<file path="src/rtl/dsa_params.svh">
// constants for the dual-slope converter sequencer
`ifndef DSA_PARAMS_SVH
`define DSA_PARAMS_SVH

// ----------------------------------------------------------------
// counter landmarks, five packed bcd digits
// ----------------------------------------------------------------
`define DSA_CNT_ZERO 20'h0_0000
`define DSA_CNT_HOLD 20'h2_0000
`define DSA_CNT_OVER 20'h2_0000
`define DSA_CNT_AZ_END 20'h3_0000
`define DSA_CNT_IN_LAST 20'h3_9999
`define DSA_BCD_NINE 4'h9
`define DSA_BCD_ZERO 4'h0
`define DSA_BCD_ONE 4'h1
`define DSA_BCD_BLANK 4'hF

// ----------------------------------------------------------------
// timing in oscillator (core clock) cycles
// ----------------------------------------------------------------
`define DSA_HOLD_PULSES 16'h0FA0
`define DSA_SCAN_DIV 16'h0190

// ----------------------------------------------------------------
// display layout and reset values
// ----------------------------------------------------------------
`define DSA_NUM_DIGITS 5
`define DSA_MSD_POS 3'h4
`define DSA_POS_FIRST 3'h0
`define DSA_EN_FIRST 5'h01
`define DSA_SEG_BLANK 7'h00
`define DSA_CTRL_AZ 2'h0
`define DSA_CTRL_IN 2'h3
`define DSA_SYNC_RST 3'h7

`endif

</file>
<file path="src/rtl/dsa_pkg.sv">
// types shared by the sequencer and the digit scanner
package dsa_pkg;

    // ------------------------------------------------------------
    // conversion phases
    // ------------------------------------------------------------
    typedef enum logic [1:0] {
        PH_AZ,
        PH_HOLD,
        PH_INT_IN,
        PH_INT_REF
    } dsa_phase_t;

    // ------------------------------------------------------------
    // latched result: half digit plus four bcd digits
    // ------------------------------------------------------------
    typedef struct packed {
        logic half;
        logic [3:0][3:0] dig;
    } dsa_result_t;

    // phase-select lines to the analog front end
    typedef struct packed {
        logic a;
        logic b;
    } dsa_ctrl_t;

endpackage : dsa_pkg

</file>
<file path="src/rtl/dsa_digit_scan.sv">
// result register and multiplexed digit scanner
`include "dsa_params.svh"

module dsa_digit_scan
    import dsa_pkg::*;
#(
    parameter int unsigned SCAN_DIV = `DSA_SCAN_DIV
) (
    // clock and reset
    input wire logic core_clk_i,
    input wire logic rst_n_i,
    // result load from the sequencer
    input wire logic load_i,
    input wire logic clear_i,
    input wire dsa_result_t result_i,
    input wire logic sign_i,
    input wire logic over_i,
    input wire logic fmt_bcd_i,
    // display side
    output logic [`DSA_NUM_DIGITS-1:0] digit_en_o,
    output logic [6:0] code_o,
    output logic sign_o
);

    localparam int DW = $clog2(SCAN_DIV);
    localparam logic [DW-1:0] DIV_LAST = DW'(SCAN_DIV - 1);

    dsa_result_t res;
    logic res_sign;
    logic res_over;
    logic [DW-1:0] div;
    logic [2:0] pos;
    logic [3:0] next_nib;
    logic next_blank;

    // seven-segment code, bit order gfedcba, active high
    function automatic logic [6:0] seg_of(input logic [3:0] d);
        case (d)
            4'h0: seg_of = 7'h3F;
            4'h1: seg_of = 7'h06;
            4'h2: seg_of = 7'h5B;
            4'h3: seg_of = 7'h4F;
            4'h4: seg_of = 7'h66;
            4'h5: seg_of = 7'h6D;
            4'h6: seg_of = 7'h7D;
            4'h7: seg_of = 7'h07;
            4'h8: seg_of = 7'h7F;
            4'h9: seg_of = 7'h6F;
            default: seg_of = `DSA_SEG_BLANK;
        endcase
    endfunction : seg_of

    // ------------------------------------------------------------
    // result register, one strobe loads all seventeen result bits with sign and over-range
    // ------------------------------------------------------------
    always_ff @(posedge core_clk_i or negedge rst_n_i) begin
        if (!rst_n_i) begin
            res <= '0;
            res_sign <= 1'b0;
            res_over <= 1'b0;
        end else if (clear_i) begin
            res <= '0;
            res_sign <= 1'b0;
            res_over <= 1'b0;
        end else if (load_i) begin
            res <= result_i;
            res_sign <= sign_i;
            res_over <= over_i;
        end
    end

    // ------------------------------------------------------------
    // scan divider and position, free running in every phase
    // ------------------------------------------------------------
    always_ff @(posedge core_clk_i or negedge rst_n_i) begin
        if (!rst_n_i) begin
            div <= '0;
            pos <= `DSA_POS_FIRST;
        end else if (div == DIV_LAST) begin
            div <= '0;
            pos <= (pos == `DSA_MSD_POS) ? `DSA_POS_FIRST : pos + 3'h1;
        end else begin
            div <= div + DW'(1);
        end
    end

    // nibble for the current position, with over-range blanking
    always_comb begin
        next_nib = (pos == `DSA_MSD_POS) ?
            (res.half ? `DSA_BCD_ONE : `DSA_BCD_ZERO) : res.dig[pos[1:0]];
        next_blank = res_over && (pos != `DSA_MSD_POS);
        if (next_blank) begin
            next_nib = `DSA_BCD_BLANK;
        end
    end

    // ------------------------------------------------------------
    // registered outputs: code and enable change together
    // ------------------------------------------------------------
    always_ff @(posedge core_clk_i or negedge rst_n_i) begin
        if (!rst_n_i) begin
            digit_en_o <= '0;
            code_o <= `DSA_SEG_BLANK;
            sign_o <= 1'b0;
        end else begin
            digit_en_o <= `DSA_NUM_DIGITS'(1) << pos;
            code_o <= fmt_bcd_i ? {3'h0, next_nib} : seg_of(next_nib);
            sign_o <= res_sign && (pos == `DSA_MSD_POS);
        end
    end

    chk_scan_onehot: assert property (@(posedge core_clk_i)
        disable iff (!rst_n_i) $past(rst_n_i) |-> $onehot(digit_en_o))
        else $error("digit enable not one-hot");

    chk_scan_step: assert property (@(posedge core_clk_i)
        disable iff (!rst_n_i)
        (digit_en_o != $past(digit_en_o)) && $past(rst_n_i, 2)
        |-> $past(div, 2) == DIV_LAST)
        else $error("digit advanced off the scan divider");

    chk_over_blank: assert property (@(posedge core_clk_i)
        disable iff (!rst_n_i)
        $past(res_over) && $past(pos) != `DSA_MSD_POS && !$past(fmt_bcd_i)
        |-> code_o == `DSA_SEG_BLANK)
        else $error("low digit shown during over-range");

endmodule : dsa_digit_scan

</file>
<file path="src/rtl/dsa_sequencer.sv">
// dual-slope converter sequencer: counter, phase control, display
`include "dsa_params.svh"

module dsa_sequencer
    import dsa_pkg::*;
#(
    parameter int unsigned HOLD_PULSES = `DSA_HOLD_PULSES,
    parameter int unsigned SCAN_DIV = `DSA_SCAN_DIV
) (
    // clock and reset
    input wire logic core_clk_i,
    input wire logic rst_n_i,
    // pins from outside the clock domain
    input wire logic trigger_i,
    input wire logic comparator_i,
    input wire logic fmt_bcd_i,
    // analog front end controls
    output logic ctrl_a_o,
    output logic ctrl_b_o,
    // status
    output logic over_range_o,
    output logic result_strobe_o,
    output logic hold_o,
    // display
    output logic [`DSA_NUM_DIGITS-1:0] digit_en_o,
    output logic [6:0] code_o,
    output logic sign_o
);

    localparam int HW = $clog2(HOLD_PULSES);
    localparam logic [HW-1:0] HOLD_LAST = HW'(HOLD_PULSES - 1);

    // ------------------------------------------------------------
    // declarations
    // ------------------------------------------------------------
    logic [2:0] sync1;
    logic [2:0] sync2;
    logic [2:0] sync3;
    logic [2:0] filt;
    logic trig;
    logic cmp;
    logic fmt;
    logic pre;
    logic tick;
    logic [19:0] cnt;
    dsa_phase_t phase;
    dsa_ctrl_t ctrl;
    logic pol;
    logic [HW-1:0] hold_tmr;
    logic load;
    logic clear;
    logic over;
    dsa_result_t next_result;

    // next bcd value, wrapping from 39999 back to zero
    function automatic logic [19:0] bcd_inc(input logic [19:0] v);
        logic [19:0] r;
        logic carry;
        r = v;
        carry = 1'b1;
        if (v == `DSA_CNT_IN_LAST) begin
            r = `DSA_CNT_ZERO;
        end else begin
            for (int i = 0; i < `DSA_NUM_DIGITS; i++) begin
                if (carry) begin
                    if (v[i*4 +: 4] == `DSA_BCD_NINE) begin
                        r[i*4 +: 4] = `DSA_BCD_ZERO;
                    end else begin
                        r[i*4 +: 4] = v[i*4 +: 4] + 4'h1;
                        carry = 1'b0;
                    end
                end
            end
        end
        return r;
    endfunction : bcd_inc

    // ------------------------------------------------------------
    // pin synchronisers: a change counts once stages two and three agree
    // ------------------------------------------------------------
    always_ff @(posedge core_clk_i or negedge rst_n_i) begin
        if (!rst_n_i) begin
            sync1 <= `DSA_SYNC_RST;
            sync2 <= `DSA_SYNC_RST;
            sync3 <= `DSA_SYNC_RST;
            filt <= `DSA_SYNC_RST;
        end else begin
            sync1 <= {fmt_bcd_i, comparator_i, trigger_i};
            sync2 <= sync1;
            sync3 <= sync2;
            filt <= (sync3 & ~(sync2 ^ sync3)) | (filt & (sync2 ^ sync3));
        end
    end

    assign trig = filt[0];
    assign cmp = filt[1];
    assign fmt = filt[2];

    // ------------------------------------------------------------
    // count prescaler: one tick every two clocks
    // ------------------------------------------------------------
    always_ff @(posedge core_clk_i or negedge rst_n_i) begin
        if (!rst_n_i) begin
            pre <= 1'b0;
        end else begin
            pre <= ~pre;
        end
    end

    assign tick = pre;

    // ------------------------------------------------------------
    // hold timer, samples the trigger every HOLD_PULSES clocks
    // ------------------------------------------------------------
    always_ff @(posedge core_clk_i or negedge rst_n_i) begin
        if (!rst_n_i) begin
            hold_tmr <= '0;
        end else if (phase != PH_HOLD || hold_tmr == HOLD_LAST) begin
            hold_tmr <= '0;
        end else begin
            hold_tmr <= hold_tmr + HW'(1);
        end
    end

    // result digits taken from the counter
    always_comb begin
        next_result.dig = cnt[15:0];
        next_result.half = (cnt[19:16] != `DSA_BCD_ZERO);
    end

    // ------------------------------------------------------------
    // phase sequencer, counter and control lines
    // ------------------------------------------------------------
    always_ff @(posedge core_clk_i or negedge rst_n_i) begin
        if (!rst_n_i) begin
            phase <= PH_AZ;
            cnt <= `DSA_CNT_ZERO;
            ctrl <= `DSA_CTRL_AZ;
            pol <= 1'b0;
            over <= 1'b0;
            load <= 1'b0;
            clear <= 1'b0;
        end else begin
            load <= 1'b0;
            clear <= 1'b0;
            case (phase)
                PH_AZ: begin
                    // comparator oscillates here and is not looked at
                    if (tick) begin
                        if (cnt == `DSA_CNT_HOLD && !trig) begin
                            phase <= PH_HOLD;
                        end else if (bcd_inc(cnt) == `DSA_CNT_AZ_END) begin
                            phase <= PH_INT_IN;
                            ctrl <= `DSA_CTRL_IN;
                            cnt <= bcd_inc(cnt);
                        end else begin
                            cnt <= bcd_inc(cnt);
                        end
                    end
                end
                PH_HOLD: begin
                    if (hold_tmr == HOLD_LAST && trig) begin
                        phase <= PH_AZ;
                        if (cmp) begin
                            cnt <= `DSA_CNT_ZERO;
                            clear <= 1'b1;
                            over <= 1'b0;
                        end
                    end
                end
                PH_INT_IN: begin
                    // fixed length: 30000 through 39999
                    if (tick) begin
                        cnt <= bcd_inc(cnt);
                        if (cnt == `DSA_CNT_IN_LAST) begin
                            phase <= PH_INT_REF;
                            pol <= cmp;
                            ctrl.a <= cmp;
                            ctrl.b <= ~cmp;
                        end
                    end
                end
                PH_INT_REF: begin
                    if (tick) begin
                        if (cmp != pol) begin
                            phase <= PH_AZ;
                            ctrl <= `DSA_CTRL_AZ;
                            load <= 1'b1;
                            over <= 1'b0;
                            cnt <= bcd_inc(cnt);
                        end else if (cnt == `DSA_CNT_OVER) begin
                            phase <= PH_AZ;
                            ctrl <= `DSA_CTRL_AZ;
                            load <= 1'b1;
                            over <= 1'b1;
                        end else begin
                            cnt <= bcd_inc(cnt);
                        end
                    end
                end
                default: begin
                    phase <= PH_AZ;
                    ctrl <= `DSA_CTRL_AZ;
                end
            endcase
        end
    end

    // ------------------------------------------------------------
    // status outputs
    // ------------------------------------------------------------
    always_ff @(posedge core_clk_i or negedge rst_n_i) begin
        if (!rst_n_i) begin
            result_strobe_o <= 1'b0;
            over_range_o <= 1'b0;
            hold_o <= 1'b0;
        end else begin
            result_strobe_o <= load;
            over_range_o <= over;
            hold_o <= (phase == PH_HOLD);
        end
    end

    assign ctrl_a_o = ctrl.a;
    assign ctrl_b_o = ctrl.b;

    // ------------------------------------------------------------
    // result register and display scanner
    // ------------------------------------------------------------
    dsa_digit_scan #(
        .SCAN_DIV(SCAN_DIV)
    ) u_scan (
        .core_clk_i(core_clk_i),
        .rst_n_i(rst_n_i),
        .load_i(load),
        .clear_i(clear),
        .result_i(next_result),
        .sign_i(pol),
        .over_i(over),
        .fmt_bcd_i(fmt),
        .digit_en_o(digit_en_o),
        .code_o(code_o),
        .sign_o(sign_o)
    );

    // ------------------------------------------------------------
    // checks
    // ------------------------------------------------------------
    chk_tick_rate: assert property (@(posedge core_clk_i)
        disable iff (!rst_n_i)
        (cnt != $past(cnt)) && (phase != PH_AZ || $past(phase) != PH_HOLD)
        |-> $past(tick))
        else $error("counter moved off a count tick");

    chk_az_ctrl_low: assert property (@(posedge core_clk_i)
        disable iff (!rst_n_i)
        (phase == PH_AZ || phase == PH_HOLD) |-> ctrl == `DSA_CTRL_AZ)
        else $error("controls not low in auto-zero");

    chk_hold_entry: assert property (@(posedge core_clk_i)
        disable iff (!rst_n_i)
        tick && phase == PH_AZ && cnt == `DSA_CNT_HOLD && !trig
        |=> phase == PH_HOLD ##1 cnt == `DSA_CNT_HOLD)
        else $error("hold not entered at 20000");

    chk_hold_frozen: assert property (@(posedge core_clk_i)
        disable iff (!rst_n_i)
        phase == PH_HOLD && !(hold_tmr == HOLD_LAST && trig)
        |=> phase == PH_HOLD && $stable(cnt))
        else $error("hold left without a trigger test");

    chk_int_in_start: assert property (@(posedge core_clk_i)
        disable iff (!rst_n_i)
        $rose(phase == PH_INT_IN)
        |-> cnt == `DSA_CNT_AZ_END && ctrl == `DSA_CTRL_IN)
        else $error("integrate-input started off 30000");

    chk_ref_start: assert property (@(posedge core_clk_i)
        disable iff (!rst_n_i)
        $rose(phase == PH_INT_REF)
        |-> cnt == `DSA_CNT_ZERO && $past(cnt) == `DSA_CNT_IN_LAST)
        else $error("reference phase not begun at rollover");

    chk_ref_polarity: assert property (@(posedge core_clk_i)
        disable iff (!rst_n_i)
        phase == PH_INT_REF |-> ctrl.a == pol && ctrl.b == !pol)
        else $error("reference controls disagree with polarity");

    chk_over_range: assert property (@(posedge core_clk_i)
        disable iff (!rst_n_i)
        tick && phase == PH_INT_REF && cnt == `DSA_CNT_OVER && cmp == pol
        |=> phase == PH_AZ ##1 over_range_o && result_strobe_o)
        else $error("over-range not flagged at 20000");

    chk_strobe_cause: assert property (@(posedge core_clk_i)
        disable iff (!rst_n_i)
        result_strobe_o |-> $past(phase, 2) == PH_INT_REF)
        else $error("result loaded outside integrate-reference");

endmodule : dsa_sequencer

</file>
<file path="config.mk">
export PLATFORM = sky130hd
export DESIGN_NAME = dsa_sequencer
export DESIGN_NICKNAME = d
export VERILOG_FILES = /design/src/rtl/dsa_pkg.sv /design/src/rtl/dsa_digit_scan.sv /design/src/rtl/dsa_sequencer.sv
export VERILOG_INCLUDE_DIRS = /design/src /design/src/rtl
export SDC_FILE = /design/constraint.sdc
export NUM_CORES = 1
export LEC_CHECK = 0
export CAP_MARGIN = 20
export CORE_AREA = 2 2 105 107
export CTS_CLUSTER_DIAMETER = 200
export DETAILED_ROUTE_END_ITERATION = 10
export DIE_AREA = 0 0 107 109
export DONT_BUFFER_PORTS = 1
export PLACE_DENSITY = 0.61
export SETUP_SLACK_MARGIN = 0.05
export SYNTH_ARGS = -nofsm -noshare
export SYNTH_HDL_FRONTEND = slang
export SYNTH_SLANG_ARGS = --single-unit
</file>
<file path="constraint.sdc">
create_clock -name core_clk_i -period 5.3 [get_ports core_clk_i]
set_clock_uncertainty 0.1 [all_clocks]
set_input_delay 0.53 -clock core_clk_i [delete_from_list [all_inputs] [get_ports core_clk_i]]
set_output_delay 0.53 -clock core_clk_i [all_outputs]
set_load 0.1 [all_outputs]
</file>
==> summary.md <==
| Metric | Value |
|---|---|
| Status | `finished, final reports clean` |
| Die Span X | `107 um` |
| Fin crit share | `0.545` |
| Finish-stage setup viols | `0` |
| Period minus WS final | `2.89 ns` |
| Synth top area cells | `dfrtp_1 43%, dfstp_2 6.1%, ha_1 5.8%` |
| Post-route insts no fill | `642` |
| Leakage Power | `0.00237 uW` |
| Synth Area per Inst | `10.2 um^2` |
| Final hold violation count | `0` |
| R2R cell count | `8` |
| Clk buf depth | `2` |
| Fmax | `346 MHz` |
| Routed WL | `10.7 mm` |
| CTS tree | `built` |
| Crit start category | `flip-flop` |
| Worst vdd ir | `0.000118 V` |
| Multi-input logic area | `2420 um^2` |
| Clk root buf | `clkbuf_8` |
| Die Height | `109 um` |
| Sink Count | `100` |
| Critical path arrival | `3.08 ns` |
| HPWL after detailed placement | `7.48 mm` |
| Post-synth top flop | `dfrtp_1` |
| Worst path required time | `5.50 ns` |
| DR vias | `3669` |
| First-pass GRT wire length | `17.5 mm` |
| I/O pin count | `23` |
| Largest net degree at the start of global routing | `101` |
| R2R Setup Slk | `2.41 ns` |
| Setup TNS | `0 ns` |
| Avg WL per Cell | `16.7 um` |
| RSZ-0062 raised after global routing | `no` |
| Rows | `38` |
| Pre-antenna DRT Iters | `4` |
| Initial DRC count | `204` |
| Layout fillers | `932` |
| Cells after synthesis | `507` |
| Placed Area | `5220 um^2` |
| Port bufs | `0` |
| Via density | `5.71` |
| DRT antenna net count | `0` |
| Yosys top cell area share | `0.427` |
| Layout net count | `526` |
| Worst setup endpoint | `ctrl_a_o` |
| Max-slew headroom | `0.287` |
| Dpl ws | `2.48 ns` |
| Slew Viols, Final | `0` |
| Max-cap violations | `0` |
| H-Tree Depth | `3` |
| CP startpoint | `cnt[1]` |
| Initial antenna violation count | `0` |
| Reg clk slew, reported paths | `0.10 ns` |
| Placed cells | `624` |
| Async SR Flop Fraction | `1.00` |
| Clock insertion delay at the later pin of the skew report | `0.38 ns` |
| Crit Path Category | `flip-flop to flip-flop` |
| Worst min path class | `input port to flip-flop` |
| Top-count cell post-synth | `dfrtp_1` |
| Post-CTS Setup Inserts | `0` |
| Layout cell share with drive strength beyond 1 | `0.104` |
| Register area share after synthesis | `0.488` |
| Synth Net Count | `536` |
| CP Capture Type | `flip-flop` |
| Worst r2r src | `cnt[1]` |
| Warnings from Yosys | `0` |
| Antenna fix cells | `0` |
| FF/Latch Area | `2520 um^2` |
| Inserted Clock Buffers | `9` |
| Synth unique cells | `69` |
| Grt ovf | `0` |
| Total die area | `11700 um^2` |
| Area Overhead vs Synth | `5.77%` |
| Initial Util | `0.487` |
| Slew @ Worst Pin | `1.07 ns` |
| Tot Pwr | `1360 uW` |
| Reg-to-reg endpoint | `ctrl_a_o` |
| Vias in the first global route | `3482` |
| Core area | `10600 um^2` |
| Post-synth EDFFs | `0` |
| Post-synthesis sequential element count | `100` |
| Commonest cells in the netlist | `88 x dfrtp_1, 55 x nor2_1, 34 x nand2_1` |
| DRC | `0` |
| Total track usage | `0.195` |
| Fin area | `5460 um^2` |
| Mapped cell area | `5160 um^2` |
| Final worst slack | `2.41 ns` |
| Global placement routability congestion | `0.875` |
| Worst-path fanout max | `13` |
| Synth area leader | `dfrtp_1` |
| Resized cells post-CTS | `0` |
| PwrDens | `249 nW/um^2` |
[placed cells by master (no fill, tap or decap), types with 3 or more instances in the layout]
cell type  instances
ha_1              24
o21ai_0           32
nand2_1           34
mux2i_1           23
mux2_2             4
dfrtp_1           88
maj3_1             3
o31ai_1            3
nor3_1            10
xnor2_1           10
inv_1             27
and3_1             8
mux4_2             4
nand4_1            4
and3b_1            3
nor2_1            55
xor2_1             8
dfstp_2           12
nand2b_1           7
nor2b_1            4
nor4_1             6
nand3b_1           7
a31oi_1            3
a21oi_1           20
a22o_1             4
nand3_1           32
clkbuf_8          11
[worst min-delay path by stage]
stage                             from              end  slack, ns  cells past startpoint
after floorplan                rst_n_i            clear       0.13                      0
after global placement         rst_n_i  u_scan.res_over       0.14                      0
after detailed placement       rst_n_i    u_scan.sign_o       0.14                      0
after CTS                    fmt_bcd_i         sync1[2]       0.02                      0
after global routing         fmt_bcd_i         sync1[2]       0.02                      0
final                     comparator_i         sync1[1]       0.03                      0
[metrics by stage]
| stage | hold slack [ns] | utilization |
|---|---|---|
| after floorplan | 0.134 | - |
| after global placement | 0.137 | 0.492 |
| after detailed placement | 0.137 | 0.492 |
| after CTS | 0.0225 | 0.515 |
| after global routing | 0.0227 | 0.515 |
| final | 0.0311 | 0.515 |
[power breakdown]
group / internal (uW) / leakage, uW / switching (uW)
Combinational: 7.82 / 0.000963 / 17.9
Clock: 246 / 0.0000998 / 266
Sequential: 777 / 0.00131 / 44.4
Total: 1030 / 0.00237 / 328
[per-layer routing]
metal	track usage	up-vias	wire length, um
li1	-	1763	-
met1	0.254	1808	4890
met2	0.323	80	5210
met3	0.0299	18	410
met4	0.0891	0	183
met5	0	-	0
[worst max-delay path, stage by stage, from the launching register on]
cell	delay [ns]
dfrtp_1	0.44
inv_1	0.11
ha_1	0.21
nand3b_1	0.22
nor3_2	0.65
mux2i_1	0.16
a2111oi_1	0.55
nand4_1	0.21
o211ai_1	0.14
[state kept, by name, summed over array words and instances, names as in the netlist, 2 cells and up, named ones only]
register	flops
u_scan.res	17
hold_tmr	12
sync1	3
u_scan.code_o	7
u_scan.digit_en_o	5
u_scan.pos	3
u_scan.div	9
sync2	3
cnt	20
phase	2
sync3	3
[timing repair]
action                                  in CTS  in global routing
endpoints found under the setup margin       0                  0
hold buffers                                 2                  0
hold endpoints to repair                   100                  0
[cell families after synthesis]
group | after synthesis | share of synthesized area
AOI/OAI and AO/OA | 90 | 0.111
xor gates and xnor gates | 18 | 0.0305
adders and majority gates | 27 | 0.0640
buffers and inverters | 50 | 0.0429
DFF | 100 | 0.488
muxes | 32 | 0.0737
and+or+nand+nor | 190 | 0.190
[final cells by class]
type                            instances  share of cell area
Timing Repair Buffer                    2             0.00687
Clock inverter                          3             0.00848
Sequential cell                       100               0.461
Clock buffer                           13              0.0291
Multi-Input combinational cell        357               0.444
Inverter                               27              0.0186
Tap cell                              140              0.0321
(Power assumes the default switching activity.)
